===== config.mk =====
export PLATFORM = sky130hd
export DESIGN_NAME = dcdi_top
export DESIGN_NICKNAME = d
export VERILOG_FILES = /design/src/dcdi_top.v
export VERILOG_INCLUDE_DIRS = /design/src
export SDC_FILE = /design/constraint.sdc
export NUM_CORES = 1
export LEC_CHECK = 0
export BUFFER_PORTS_ARGS = -buffer_cell sky130_fd_sc_hd__buf_2
export CAP_MARGIN = 20
export CELL_PAD_IN_SITES_DETAIL_PLACEMENT = 0
export CELL_PAD_IN_SITES_GLOBAL_PLACEMENT = 1
export CORE_MARGIN = 3
export CORE_UTILIZATION = 40
export CTS_CLUSTER_SIZE = 8
export DETAILED_ROUTE_END_ITERATION = 12
export PLACE_DENSITY = 0.9
export RECOVER_POWER = 100
export SYNTH_ARGS = -nofsm -noshare
export SYNTH_HDL_FRONTEND = slang
export SYNTH_SLANG_ARGS = --single-unit
export TNS_END_PERCENT = 1

===== constraint.sdc =====
create_clock -name i_clock -period 5.1 [get_ports i_clock]
set_clock_uncertainty 0.2 [all_clocks]
set_input_delay 0.51 -clock i_clock [delete_from_list [all_inputs] [get_ports i_clock]]
set_output_delay 0.51 -clock i_clock [all_outputs]
set_load 0.05 [all_outputs]

===== src/dcdi_map.vh =====
/*
 Constants for the data channel interface: host device codes, field
 positions, select codes and reset values.
 Assumes inclusion by dcdi_top.v only; holds definitions and nothing else.
*/
// Behaviour
// Start sets busy, clears done, begins transfer
// Clear drops flags, keeps transfer in flight
// Aux pulse clears only window-closed flag
// Global reset also cancels channel activity
// Port A write loads buffer address
// Port B write loads negated word count
// Port C write loads four-bit select code
// Select code drives one of five lines
// Port A read returns next buffer address
// Port B read strobes status, code low
// Busy line to devices; devices request words
// Address request gates address, increments counters
// Direction from select bit; strobes forwarded
// Burst request holds channel back to back
// Count reaching zero sets done, interrupts
// Window closed sets second, unskippable done
// Status carries modulation allowed and ready
// Input port returns three-bit sensitivity field
// Input port returns radar threshold bits
// Input port returns Gray altitude, no top
// Codes six and seven; mask bit eight
// Mask-out loads disable; one inhibits interrupts
// Request while any done and enabled
`ifndef DCDI_MAP_VH
`define DCDI_MAP_VH

`define DCDI_CODE_PIO 6'h06
`define DCDI_CODE_DCH 6'h07
// Mask bit 8 counted from the MSB
`define DCDI_MASK_BIT 7

`define DCDI_SEL_MOD 4'h0
`define DCDI_SEL_REPLY1 4'h1
`define DCDI_SEL_REPLY2 4'h3
`define DCDI_SEL_XPDR_OUT 4'h2
`define DCDI_SEL_XPDR_IN 4'h5

`define DCDI_LINE_MOD 0
`define DCDI_LINE_REPLY1 1
`define DCDI_LINE_REPLY2 2
`define DCDI_LINE_XPDR_OUT 3
`define DCDI_LINE_XPDR_IN 4

`define DCDI_STAT_ME_BIT 15
`define DCDI_STAT_MR_BIT 14

`define DCDI_RST_WORD 16'h0000
`define DCDI_RST_SEL 4'h0
`define DCDI_RST_LINES 5'h00

`endif


===== src/dcdi_top.v =====
/*
 Data channel interface between the host I/O bus and five channel
 devices, plus the programmed input port for altimeter and switch data.
 Assumes bus pulses last one clock, are synchronous to i_clock and, except
 for global reset and mask-out, are qualified by i_dev_code; read answers appear on the data lines for one
 cycle with an output enable.
*/
`timescale 1ns/1ps
`include "dcdi_map.vh"

module dcdi_top
(
	input wire i_clock,
	input wire i_reset_n,
	input wire [5:0] i_dev_code,
	input wire [15:0] i_bus_data,
	input wire i_write_port_a,
	input wire i_write_port_b,
	input wire i_write_port_c,
	input wire i_read_port_a,
	input wire i_read_port_b,
	input wire i_start_pulse,
	input wire i_clear_pulse,
	input wire i_no_transfer_aux_pulse,
	input wire i_global_io_reset,
	input wire i_mask_out,
	input wire i_dch_addr_req,
	input wire i_dch_in_strobe,
	input wire i_dch_out_strobe,
	input wire i_device_word_req,
	input wire i_burst_request,
	input wire i_window_closed,
	input wire i_modulation_allowed,
	input wire i_modulator_ready,
	input wire [11:0] i_device_status,
	input wire [2:0] i_sensitivity_setting,
	input wire [2:0] i_radar_threshold_bits,
	input wire [9:0] i_altitude_code,
	output reg [15:0] o_bus_data,
	output reg o_bus_data_oe,
	output reg o_dch_request,
	output reg o_dch_dir_in,
	output reg o_dch_burst,
	output reg o_busy,
	output reg o_done,
	output reg o_window_done,
	output reg o_irq,
	output reg [4:0] o_select_lines,
	output reg o_status_strobe,
	output reg o_channel_input_strobe,
	output reg o_channel_output_strobe
);

// ----------------------------------------
// States
// ----------------------------------------
localparam ST_IDLE = 2'b00;
localparam ST_REQ = 2'b01;
localparam ST_XFER = 2'b10;

// ----------------------------------------
// Decode
// ----------------------------------------
wire pio_hit;
wire dch_hit;
wire wr_a;
wire wr_b;
wire wr_c;
wire rd_a;
wire rd_b;
wire start_hit;
wire clear_hit;
wire aux_hit;
wire pio_rd;
wire exhaust;
wire [15:0] count_inc;

assign pio_hit = (i_dev_code == `DCDI_CODE_PIO);
assign dch_hit = (i_dev_code == `DCDI_CODE_DCH);
assign wr_a = i_write_port_a & dch_hit;
assign wr_b = i_write_port_b & dch_hit;
assign wr_c = i_write_port_c & dch_hit;
assign rd_a = i_read_port_a & dch_hit;
assign rd_b = i_read_port_b & dch_hit;
assign pio_rd = i_read_port_a & pio_hit;
// Control pulses to the programmed port have no effect by design
assign start_hit = i_start_pulse & dch_hit;
assign clear_hit = i_clear_pulse & dch_hit;
assign aux_hit = i_no_transfer_aux_pulse & dch_hit;

// ----------------------------------------
// Registers
// ----------------------------------------
reg [15:0] addr_reg;
reg [15:0] addr_next;
reg [15:0] count_reg;
reg [15:0] count_next;
reg [3:0] sel_reg;
reg [1:0] state_reg;
reg [1:0] state_next;
reg busy_next;
reg done_next;
reg wdone_next;
reg disable_reg;
reg disable_next;
reg status_pend_reg;

assign count_inc = count_reg + 16'h0001;
assign exhaust = (state_reg == ST_REQ) & i_dch_addr_req & (count_inc == 16'h0000);

always @*
begin
	addr_next = addr_reg;
	count_next = count_reg;
	state_next = state_reg;
	busy_next = o_busy;
	done_next = o_done;
	wdone_next = o_window_done;
	disable_next = disable_reg;
	if (wr_a)
	begin
		addr_next = i_bus_data;
	end
	if (wr_b)
	begin
		count_next = i_bus_data;
	end
	if (i_mask_out)
	begin
		disable_next = i_bus_data[`DCDI_MASK_BIT];
	end
	if (start_hit)
	begin
		busy_next = 1'b1;
		done_next = 1'b0;
	end
	if (clear_hit)
	begin
		busy_next = 1'b0;
		done_next = 1'b0;
		wdone_next = 1'b0;
	end
	if (aux_hit)
	begin
		wdone_next = 1'b0;
	end
	case (state_reg)
		ST_IDLE:
		begin
			// Only a busy channel accepts new word requests
			if (o_busy & i_device_word_req)
			begin
				state_next = ST_REQ;
			end
		end
		ST_REQ:
		begin
			if (i_dch_addr_req)
			begin
				addr_next = addr_reg + 16'h0001;
				count_next = count_inc;
				state_next = ST_XFER;
			end
		end
		ST_XFER:
		begin
			if (i_dch_in_strobe | i_dch_out_strobe)
			begin
				// Burst keeps the channel while count remains
				if (i_burst_request & o_busy & (count_reg != 16'h0000))
				begin
					state_next = ST_REQ;
				end
				else
				begin
					state_next = ST_IDLE;
				end
			end
		end
		default:
		begin
			state_next = ST_IDLE;
		end
	endcase
	// Event wins over a clear in the same cycle
	if (exhaust)
	begin
		busy_next = 1'b0;
		done_next = 1'b1;
	end
	if (i_window_closed)
	begin
		wdone_next = 1'b1;
	end
	if (i_global_io_reset)
	begin
		busy_next = 1'b0;
		done_next = 1'b0;
		wdone_next = 1'b0;
		disable_next = 1'b0;
		state_next = ST_IDLE;
	end
end

always @(posedge i_clock or negedge i_reset_n)
begin
	if (!i_reset_n)
	begin
		addr_reg <= `DCDI_RST_WORD;
		count_reg <= `DCDI_RST_WORD;
		sel_reg <= `DCDI_RST_SEL;
		state_reg <= ST_IDLE;
		o_busy <= 1'b0;
		o_done <= 1'b0;
		o_window_done <= 1'b0;
		disable_reg <= 1'b0;
		o_irq <= 1'b0;
		status_pend_reg <= 1'b0;
	end
	else
	begin
		addr_reg <= addr_next;
		count_reg <= count_next;
		state_reg <= state_next;
		o_busy <= busy_next;
		o_done <= done_next;
		o_window_done <= wdone_next;
		disable_reg <= disable_next;
		// Recomputed every cycle so clearing disable fires at once
		o_irq <= (done_next | wdone_next) & ~disable_next;
		status_pend_reg <= rd_b;
		if (wr_c)
		begin
			sel_reg <= i_bus_data[3:0];
		end
	end
end

// ----------------------------------------
// Device side
// ----------------------------------------
always @(posedge i_clock or negedge i_reset_n)
begin
	if (!i_reset_n)
	begin
		o_select_lines <= `DCDI_RST_LINES;
		o_dch_request <= 1'b0;
		o_dch_dir_in <= 1'b0;
		o_dch_burst <= 1'b0;
		o_status_strobe <= 1'b0;
		o_channel_input_strobe <= 1'b0;
		o_channel_output_strobe <= 1'b0;
	end
	else
	begin
		o_select_lines <= `DCDI_RST_LINES;
		case (sel_reg)
			`DCDI_SEL_MOD: o_select_lines[`DCDI_LINE_MOD] <= 1'b1;
			`DCDI_SEL_REPLY1: o_select_lines[`DCDI_LINE_REPLY1] <= 1'b1;
			`DCDI_SEL_REPLY2: o_select_lines[`DCDI_LINE_REPLY2] <= 1'b1;
			`DCDI_SEL_XPDR_OUT: o_select_lines[`DCDI_LINE_XPDR_OUT] <= 1'b1;
			`DCDI_SEL_XPDR_IN: o_select_lines[`DCDI_LINE_XPDR_IN] <= 1'b1;
			default: o_select_lines <= `DCDI_RST_LINES;
		endcase
		o_dch_request <= (state_next == ST_REQ);
		o_dch_dir_in <= sel_reg[0];
		o_dch_burst <= i_burst_request & (state_next != ST_IDLE);
		o_status_strobe <= rd_b;
		// Strobes pass only during our own transfer
		o_channel_input_strobe <= i_dch_in_strobe & (state_reg == ST_XFER);
		o_channel_output_strobe <= i_dch_out_strobe & (state_reg == ST_XFER);
	end
end

// ----------------------------------------
// Bus answers
// ----------------------------------------
reg [15:0] status_word;

always @*
begin
	status_word = {i_device_status, sel_reg};
	status_word[`DCDI_STAT_ME_BIT] = i_device_status[11] | i_modulation_allowed;
	status_word[`DCDI_STAT_MR_BIT] = i_device_status[10] | i_modulator_ready;
end

always @(posedge i_clock or negedge i_reset_n)
begin
	if (!i_reset_n)
	begin
		o_bus_data <= `DCDI_RST_WORD;
		o_bus_data_oe <= 1'b0;
	end
	else
	begin
		o_bus_data <= `DCDI_RST_WORD;
		o_bus_data_oe <= 1'b0;
		if ((state_reg == ST_REQ) & i_dch_addr_req)
		begin
			o_bus_data <= addr_reg;
			o_bus_data_oe <= 1'b1;
		end
		else if (rd_a)
		begin
			o_bus_data <= addr_reg;
			o_bus_data_oe <= 1'b1;
		end
		else if (status_pend_reg)
		begin
			// Device status sampled one cycle after the strobe
			o_bus_data <= status_word;
			o_bus_data_oe <= 1'b1;
		end
		else if (pio_rd)
		begin
			o_bus_data <= {i_radar_threshold_bits[0], i_radar_threshold_bits[1],
				i_sensitivity_setting, i_radar_threshold_bits[2],
				i_altitude_code}; // see R18 see R19
			o_bus_data_oe <= 1'b1;
		end
	end
end

endmodule // dcdi_top


==> flow_metrics.env, run 1 <==
export IMPL_status="complete, but fails checks"
export IMPL_violations="max-capacitance violations, max-slew violations"
export IMPL_fin_ws_ns=1.55
export IMPL_worstSetupStartpoint="state_reg[1]"
export IMPL_r2r_start="state_reg[1]"
export IMPL_maxSlewViolCount=15
export IMPL_crit_chain="nor3b_1 -> clkbuf_1 -> nand3_1 -> or4b_1 -> a21oi_2"
export IMPL_cts_root_buf="clkbuf_8"
export IMPL_cp_max_fo=20
export IMPL_numPortBuffers=101
export IMPL_powerDensity_nw_per_um2=324
export IMPL_synthMuxAreaShare=0.0228
export IMPL_fill_cells=882
export IMPL_synthXorXnorAreaFrac=0.00469
export IMPL_start_util=0.420
export IMPL_path_clk_slew_ns=0.08
export IMPL_rsz0062_at_grt="false"
export IMPL_setup_violations_final=0
export IMPL_synth_compound_area_frac=0.208
export IMPL_wl_per_cell_um=16.4
export IMPL_cp_required_ns=5.19
export IMPL_holdWs_ns=0.152
export IMPL_async_reset_ff_frac=1.00
export IMPL_critPathLaunchType="register"
export IMPL_use_met1=0.268
export IMPL_rrSetupSlack_ns=1.55
export IMPL_synth_fa_ha_area_frac=0.0100
export IMPL_core_area_um2=8890
export IMPL_drc=0
export IMPL_synth_seq_cells=71
export IMPL_min_period_ns=3.55
export IMPL_clkSinkCount=71
export IMPL_synthSimpleGateAreaFrac=0.245
export IMPL_synth_top_family_by_area="simple AND/OR/NAND/NOR gates"
export IMPL_routed_via_density=5.65
export IMPL_grt_pass1_vias=3244
export IMPL_n_antenna_cell=0
export IMPL_arrival_ns=3.64
export IMPL_dp_cells=607
export IMPL_vias=3522
export IMPL_r2r_end="o_irq"
export IMPL_grt_busiest_layer="met2"
export IMPL_cts_tree="built"
export IMPL_grt_usage=0.195
export IMPL_setup_tns_ns=0
export IMPL_ff_latch_area_um2=1780
export IMPL_nNetsFinal=583
export IMPL_met2_usage=0.303
export IMPL_cp_slowest_cell="nor3b_1"
export IMPL_antenna_left=0
export IMPL_cts_setup_buffers=0
export IMPL_relSlewSlack=-0.0322
export IMPL_cts_hold_buf=0
export IMPL_layout_cells_non_filler=623
export IMPL_reg2regPathDepth=5
export IMPL_p_leak_nw=1.95
export IMPL_io_pins=102
export IMPL_holdCritPathClass="in -> async"
export IMPL_first_iter_violations=226
export IMPL_die_h_um=103
export IMPL_met3_usage=0.0480
export IMPL_layout_drive_gt1_share=0.200
export IMPL_globalplace_congestion=0.907
export IMPL_worst_pin_slew_ns=1.54
export IMPL_grt_remaining_overflow=0
export IMPL_fin_area_um2=4470
export IMPL_synth_fp_nets=488
export IMPL_grt_pass1_wl_mm=16.0
export IMPL_post_place_ws_ns=2.30
export IMPL_wl_mm=10.2
export IMPL_dr_pass1_iters=5
export IMPL_post_dp_cell_area_um2=4320
export IMPL_clk_latency_ns=0.36
export IMPL_syn_to_final_growth_pct=19.8
export IMPL_h_tree_depth=3
export IMPL_grt_start_max_net_pins=72
export IMPL_critPathMaxStageDelay_ns=1.24
export IMPL_netlist_instances=415
export IMPL_maxCapViolCount=1
export IMPL_num_rows=34
export IMPL_avgSynthCellArea_um2=9.00
export IMPL_ctsResizeCount=0
export IMPL_multi_input_area_um2=1830
export IMPL_die_w_um=103
export IMPL_antenna_found_initial=0
export IMPL_place_hpwl_mm=7.36
export IMPL_peakVddDrop_uv=155
export IMPL_finalHoldViolCount=0
export IMPL_yosys_warnings=0
export IMPL_cts_buffers_inserted=9
export IMPL_synthesis_area_um2=3740
export IMPL_synth_cell_types=54
export IMPL_cts_path_max_buffers=2
export IMPL_crit_type="reg -> reg"
export IMPL_max_freq_ghz=0.281
export IMPL_synth_ff_type="dfrtp_1"
export IMPL_synth_edf_count=0
export IMPL_cp_end_kind="register"
export IMPL_finalCritPeriodShare=0.697
export IMPL_die_area_um2=10500
export IMPL_yosysSeqAreaShare=0.476
## cell usage after synthesis (4+ instances only)
master | instances | area (um2)
nor3b_1 | 15 | 113
o32ai_1 | 5 | 43.8
dfrtp_1 | 71 | 1780
o21ai_0 | 26 | 130
a21oi_1 | 61 | 305
a31oi_1 | 5 | 31.3
clkbuf_1 | 16 | 60.1
o21a_1 | 5 | 37.5
nand3_1 | 15 | 75.1
nor3_1 | 4 | 20.0
nand3b_1 | 4 | 30.0
nand2_1 | 26 | 97.6
inv_1 | 8 | 30.0
nand4_1 | 7 | 43.8
nor4_1 | 6 | 37.5
o22ai_1 | 7 | 43.8
and2_1 | 5 | 31.3
mux2i_1 | 4 | 40.0
mux2_2 | 4 | 45.0
nor2_1 | 65 | 244
## through the flow
step / total power, mW / util
6_report: 1.45 / 0.503
5_1_grt: 1.53 / 0.503
4_1_cts: 1.46 / 0.511
3_5_place_dp: 0.951 / 0.486
3_3_place_gp: 0.945 / 0.486
2_1_floorplan: 0.861 / -
## cell families after synthesis
family,count (synthesis)
mux,8
compound gates,130
simple gates,172
buf+inv,29
flops,71
fa+ha+maj,3
xor+xnor,2
## worst max path at each step
stage               slack (ns)      endpoint  cells past startpoint
finish                    1.55         o_irq                      5
global route              1.36         o_irq                      5
global placement          2.34   addr_reg[2]                      5
CTS                       2.50         o_irq                      5
detailed placement        2.30   addr_reg[2]                      5
floorplan                 2.96  addr_reg[10]                      7
## critical path: cells and delay by family (launching register included)
family / cells / cell delay, ns
and+or+nand+nor: 3 / 2.00
buffers and inverters: 1 / 0.71
DFF: 1 / 0.43
AOI/OAI and AO/OA: 1 / 0.14
## area by class of cell
type,count,share of cell area
Clock inverter,6,0.0207
Tap cell,108,0.0302
Multi-Input combinational cell,315,0.409
Clock buffer,10,0.0285
Sequential cell,71,0.397
Timing Repair Buffer,105,0.108
Inverter,8,0.00671
## layout by cell type (no fill, tap or decap), drive strengths merged, types with 3 or more instances in the layout
master	n
o32ai	5
nor3	5
and2	5
a31oi	5
ha	3
nor3b	15
a211o	3
buf	70
a21oi	62
nor4b	3
inv	10
a211oi	3
o221a	3
nand3b	4
nand2	26
clkbuf	45
mux2i	4
mux2	4
nor2	65
dfrtp	71
nand4	8
and3	3
nor4	6
nand3	16
o21ai	26
o21a	5
o22ai	7
or2	3
## report_power, final
| group | internal [mW] | total [mW] | switching (mW) |
|---|---|---|---|
| clock | 0.279 | 0.509 | 0.231 |
| sequential | 0.628 | 0.722 | 0.0938 |
| combinational | 0.0900 | 0.220 | 0.130 |
## metal layers
metal,vias up,wire length (um),share of wire
li1,1716,-,-
met1,1643,4680,0.46
met5,-,0,0
met2,149,4470,0.44
met4,0,166,0.016
met3,14,881,0.086
Power figures use the tool's default switching activity.
==> inputs of run 2 (changes only) <==
--- a/config.mk
+++ b/config.mk
@@ -11,10 +11,10 @@
 export CELL_PAD_IN_SITES_DETAIL_PLACEMENT = 0
 export CELL_PAD_IN_SITES_GLOBAL_PLACEMENT = 1
 export CORE_MARGIN = 3
-export CORE_UTILIZATION = 40
+export CORE_UTILIZATION = 39
 export CTS_CLUSTER_SIZE = 8
 export DETAILED_ROUTE_END_ITERATION = 12
-export PLACE_DENSITY = 0.9
+export PLACE_DENSITY = 0.88
 export RECOVER_POWER = 100
 export SYNTH_ARGS = -nofsm -noshare
 export SYNTH_HDL_FRONTEND = slang
==> constraint.sdc (replaced) <==
create_clock -name i_clock -period 3.5 [get_ports i_clock]
set_clock_uncertainty 0.2 [all_clocks]
set_input_delay 0.35 -clock i_clock [delete_from_list [all_inputs] [get_ports i_clock]]
set_output_delay 0.35 -clock i_clock [all_outputs]
set_load 0.05 [all_outputs]
==> run 2 against run 1 <==
Against the previous run: the run still ends with max-capacitance violations, max-slew violations left; highest routed layer unchanged; clock-buffer cell count is the same; core utilization fell by 1.3 points; via count increased by 3.0%; hold slack worse by 0.14 ns; clock power up 51%; sequential power grew 45%.
==> flow_metrics.env, run 2 (synthesis gave the netlist of run 1 again) <==
export IMPL_status="complete, but fails checks"
export IMPL_violations="max-capacitance violations, max-slew violations"
export IMPL_io_pins=102
export IMPL_first_iter_violations=217
export IMPL_antenna_found_initial=0
export IMPL_powerDensity_nw_per_um2=471
export IMPL_r2r_start="state_reg[1]"
export IMPL_finalCritPeriodShare=0.796
export IMPL_cts_root_buf="clkbuf_8"
export IMPL_vias=3627
export IMPL_layout_cells_non_filler=649
export IMPL_rrSetupSlack_ns=0.71
export IMPL_path_clk_slew_ns=0.08
export IMPL_p_leak_nw=1.98
export IMPL_die_h_um=104
export IMPL_max_freq_ghz=0.359
export IMPL_num_rows=35
export IMPL_numPortBuffers=101
export IMPL_rsz0062_at_grt="false"
export IMPL_clk_latency_ns=0.36
export IMPL_min_delay_start="i_read_port_b"
export IMPL_post_dp_cell_area_um2=4370
export IMPL_min_period_ns=2.79
export IMPL_p_total_mw=2.14
export IMPL_core_area_um2=9280
export IMPL_reg2regPathDepth=5
export IMPL_cts_hold_buf=2
export IMPL_n_antenna_cell=0
export IMPL_syn_to_final_growth_pct=21.8
export IMPL_worst_pin_slew_ns=1.78
export IMPL_cts_setup_buffers=0
export IMPL_wl_per_cell_um=16.2
export IMPL_holdCritPathClass="in -> reg"
export IMPL_layout_drive_gt1_share=0.206
export IMPL_cts_path_max_buffers=2
export IMPL_peakVddDrop_uv=174
export IMPL_r2r_end="o_irq"
export IMPL_maxCapViolCount=1
export IMPL_fin_area_um2=4550
export IMPL_cts_tree="built"
export IMPL_finalHoldViolCount=0
export IMPL_worstSetupStartpoint="state_reg[1]"
export IMPL_relSlewSlack=-0.185
export IMPL_worstSetupEndpoint="o_irq"
export IMPL_cp_max_fo=13
export IMPL_drc=0
export IMPL_globalplace_congestion=0.883
export IMPL_place_hpwl_mm=7.67
export IMPL_grt_remaining_overflow=0
export IMPL_grt_pass1_vias=3429
export IMPL_grt_start_max_net_pins=72
export IMPL_nNetsFinal=588
export IMPL_mostFrequentLayoutCells="dfrtp_1, buf_2, nor2_1, a21oi_1, clkbuf_1"
export IMPL_setup_violations_final=0
export IMPL_critPathLaunchType="register"
export IMPL_arrival_ns=2.88
export IMPL_clkSinkCount=71
export IMPL_cp_required_ns=3.59
export IMPL_start_util=0.402
export IMPL_h_tree_depth=3
export IMPL_ctsResizeCount=0
export IMPL_maxSlewViolCount=72
export IMPL_wl_mm=10.5
export IMPL_dp_cells=631
export IMPL_setup_tns_ns=0
export IMPL_antenna_left=0
export IMPL_cp_end_kind="register"
export IMPL_cts_buffers_inserted=9
export IMPL_die_area_um2=10800
export IMPL_die_w_um=104
export IMPL_mostFrequentLayoutCell="dfrtp_1"
export IMPL_grt_usage=0.193
export IMPL_grt_pass1_wl_mm=17.0
export IMPL_crit_type="reg -> reg"
export IMPL_routed_via_density=5.59
export IMPL_dr_pass1_iters=5
[run 2: changes by cell type in the layout (fill, tap and decap cells not counted)]
cell | before | now
inv_6 | 2 | 1
a21oi_1 | 61 | 62
clkbuf_8 | 9 | 10
and2_0 | 3 | 2
clkbuf_2 | 0 | 1
and2_1 | 2 | 3
a21oi_2 | 1 | 0
dlygate4sd3_1 | 0 | 2
buf_4 | 1 | 4
clkbuf_1 | 36 | 34
a2111oi_1 | 0 | 1
a2111oi_0 | 1 | 0
clkinv_4 | 0 | 1
[run 2: area by class of cell]
| class | count | area, um2 |
|---|---|---|
| Fill cell | 933 | 4730 |
| Clock buffer | 10 | 138 |
| Inverter | 8 | 30.0 |
| Clock inverter | 6 | 92.6 |
| Multi-Input combinational cell | 315 | 1830 |
| Tap cell | 129 | 161 |
| Sequential cell | 71 | 1780 |
| Timing Repair Buffer | 110 | 528 |
[run 2: critical path, stage by stage (launching register included)]
cell     delay [ns]
dfrtp_1        0.43
nor3b_1        0.95
buf_4          0.35
nand3_1        0.11
or4b_1         0.52
a21oi_1        0.16
[run 2: metrics by stage]
step | hold slack, ns | util | setup slack (ns)
after detailed placement | 0.309 | 0.470 | 0.849
after floorplan | -0.146 | - | 1.36
final | 0.0147 | 0.490 | 0.714
after global placement | 0.302 | 0.470 | 0.921
after CTS | 0.00311 | 0.497 | 1.10
after global routing | 0.0100 | 0.490 | 0.465
[run 2: how the worst min path moves through the flow]
stage	to	slack [ns]	cells past startpoint
3_5_place_dp	o_dch_dir_in	0.31	0
2_1_floorplan	addr_reg[0]	-0.15	0
6_report	o_status_strobe	0.01	2
5_1_grt	o_dch_burst	0.01	2
4_1_cts	o_channel_input_strobe	0.003	2
3_3_place_gp	o_dch_dir_in	0.30	0
[run 2: routing by layer]
| layer | global-route usage | vias up | part of all wire |
|---|---|---|---|
| li1 | - | 1727 | - |
| met1 | 0.254 | 1733 | 0.45 |
| met2 | 0.310 | 151 | 0.46 |
| met3 | 0.0559 | 16 | 0.076 |
| met4 | 0.0579 | 0 | 0.013 |
| met5 | 0 | - | 0 |
[run 2: where the power goes]
| part | switching, mW | total [mW] | internal (mW) |
|---|---|---|---|
| Sequential | 0.135 | 1.05 | 0.915 |
| Clock | 0.343 | 0.768 | 0.424 |
| Combinational | 0.193 | 0.326 | 0.133 |
==> inputs of run 3 (changes only) <==
--- a/config.mk
+++ b/config.mk
@@ -11,10 +11,10 @@
 export CELL_PAD_IN_SITES_DETAIL_PLACEMENT = 0
 export CELL_PAD_IN_SITES_GLOBAL_PLACEMENT = 1
 export CORE_MARGIN = 3
-export CORE_UTILIZATION = 39
+export CORE_UTILIZATION = 35
 export CTS_CLUSTER_SIZE = 8
 export DETAILED_ROUTE_END_ITERATION = 12
-export PLACE_DENSITY = 0.88
+export PLACE_DENSITY = 0.84
 export RECOVER_POWER = 100
 export SYNTH_ARGS = -nofsm -noshare
 export SYNTH_HDL_FRONTEND = slang
==> constraint.sdc (replaced) <==
create_clock -name i_clock -period 2.5 [get_ports i_clock]
set_clock_uncertainty 0.2 [all_clocks]
set_input_delay 0.25 -clock i_clock [delete_from_list [all_inputs] [get_ports i_clock]]
set_output_delay 0.25 -clock i_clock [all_outputs]
set_load 0.05 [all_outputs]
==> run 3 against run 2 <==
Against the previous run: the flow now finishes without violations; power increased by 46%; register-to-register slack lost 0.49 ns; design area grew 7.8%; worst setup slack worse by 0.49 ns; routed wire length rose by 1.9%; sequential share of layout area down 2.8 points; maximum frequency increased by 22%; non-clock buffer count up 34.
==> flow_metrics.env, run 3 (synthesis gave the netlist of run 1 again) <==
export IMPL_status="finished clean"
export IMPL_globalplace_congestion=0.896
export IMPL_ctsResizeCount=0
export IMPL_wl_mm=10.7
export IMPL_dr_pass1_iters=4
export IMPL_n_antenna_cell=0
export IMPL_post_dp_cell_area_um2=4410
export IMPL_powerDensity_nw_per_um2=639
export IMPL_cp_required_ns=2.59
export IMPL_max_freq_ghz=0.439
export IMPL_syn_to_final_growth_pct=31.3
export IMPL_cts_buffers_inserted=9
export IMPL_p_leak_nw=2.15
export IMPL_r2r_start="count_reg[0]"
export IMPL_worstSetupEndpoint="o_irq"
export IMPL_setup_violations_final=0
export IMPL_worstSetupStartpoint="count_reg[0]"
export IMPL_h_tree_depth=3
export IMPL_holdCritPathClass="in -> reg"
export IMPL_fill_cells=1026
export IMPL_relSlewSlack=0.381
export IMPL_peakVddDrop_uv=301
export IMPL_crit_type="reg -> reg"
export IMPL_setup_tns_ns=0
export IMPL_die_w_um=109
export IMPL_grt_pass1_vias=3531
export IMPL_clkSinkCount=71
export IMPL_p_total_mw=3.14
export IMPL_finalCritPeriodShare=0.911
export IMPL_grt_remaining_overflow=0
export IMPL_finalHoldViolCount=0
export IMPL_min_period_ns=2.28
export IMPL_min_delay_start="i_bus_data[15]"
export IMPL_maxSlewViolCount=0
export IMPL_mostFrequentLayoutCells="dfrtp_1, buf_2, nor2_1, a21oi_1, clkbuf_1"
export IMPL_num_rows=37
export IMPL_clk_latency_ns=0.35
export IMPL_maxCapViolCount=0
export IMPL_vias=3644
export IMPL_cp_max_fo=10
export IMPL_grt_pass1_wl_mm=17.3
export IMPL_io_pins=102
export IMPL_drc=0
export IMPL_routed_via_density=5.28
export IMPL_rsz0062_at_grt="false"
export IMPL_antenna_found_initial=0
export IMPL_die_area_um2=11900
export IMPL_antenna_left=0
export IMPL_place_hpwl_mm=7.73
export IMPL_worst_pin_slew_ns=0.928
export IMPL_core_area_um2=10400
export IMPL_grt_usage=0.183
export IMPL_cts_root_buf="clkbuf_8"
export IMPL_r2r_end="o_irq"
export IMPL_die_h_um=109
export IMPL_cp_end_kind="register"
export IMPL_layout_drive_gt1_share=0.208
export IMPL_arrival_ns=2.37
export IMPL_mostFrequentLayoutCell="dfrtp_1"
export IMPL_fin_area_um2=4910
export IMPL_grt_start_max_net_pins=35
export IMPL_cts_path_max_buffers=2
export IMPL_first_iter_violations=185
export IMPL_path_clk_slew_ns=0.08
export IMPL_critPathLaunchType="register"
export IMPL_rrSetupSlack_ns=0.22
export IMPL_wl_per_cell_um=15.5
export IMPL_cts_tree="built"
export IMPL_numPortBuffers=101
export IMPL_reg2regPathDepth=7
export IMPL_start_util=0.360
export IMPL_nNetsFinal=622
[run 3: changes by cell type in the layout (fill, tap and decap cells not counted), sizes merged]
cell         previous run  this run
buf                    73        76
bufinv                  2         3
clkbuf                 45        48
clkinvlp                2         0
dlygate4sd3             2        29
inv                     9        11
[run 3: area by class of cell]
class	count	area, um2	share of cell area
Sequential cell	71	1780	0.362
Multi-Input combinational cell	315	1840	0.375
Inverter	8	30.0	0.00612
Tap cell	136	170	0.0347
Clock buffer	9	124	0.0252
Timing Repair Buffer	144	841	0.171
Clock inverter	7	128	0.0260
[run 3: repair_timing]
| item | CTS | global route |
|---|---|---|
| setup endpoints to repair | 0 | 1 |
| buffers inserted | 0 | 2 |
| hold buffers | 29 | 0 |
| endpoints found under the hold margin | 59 | 0 |
[run 3: worst max-delay path, stage by stage, from the launching register on]
cell and delay, ns:
dfrtp_1 0.39, buf_4 0.12, nand3_2 0.21, or2_4 0.32, o22ai_1 0.15, o211ai_1 0.13, or4b_4 0.57, a21oi_2 0.12
[run 3: per-stage QoR]
step	hold WS, ns	utilization	instances	setup WS (ns)
global route	0.0167	0.473	690	0.00535
floorplan	-0.246	-	415	0.359
finish	0.0208	0.473	690	0.222
global placement	0.138	0.426	643	0.255
CTS	0.00270	0.478	688	0.197
detailed placement	0.152	0.426	643	0.148
[run 3: how the worst min path moves through the flow]
stage                               end  slack [ns]  cells after the start
after floorplan             addr_reg[0]       -0.25                      0
after global placement    count_reg[12]        0.14                      1
after detailed placement   count_reg[7]        0.15                      1
after CTS                  addr_reg[15]       0.003                      3
after global routing         sel_reg[2]        0.02                      2
final                      addr_reg[15]        0.02                      3
[run 3: routing by layer]
metal / global-route usage / wire [um] / vias up
met4: 0.0508 / 129 / 0
met2: 0.303 / 4860 / 138
met1: 0.250 / 5020 / 1707
met5: 0 / 0 / -
li1: - / - / 1787
met3: 0.0311 / 710 / 12
[run 3: report_power, final]
group / switching (mW) / total [mW] / internal (mW)
Combinational: 0.278 / 0.502 / 0.224
Clock: 0.490 / 1.17 / 0.679
Sequential: 0.186 / 1.47 / 1.28
Total: 0.953 / 3.14 / 2.18
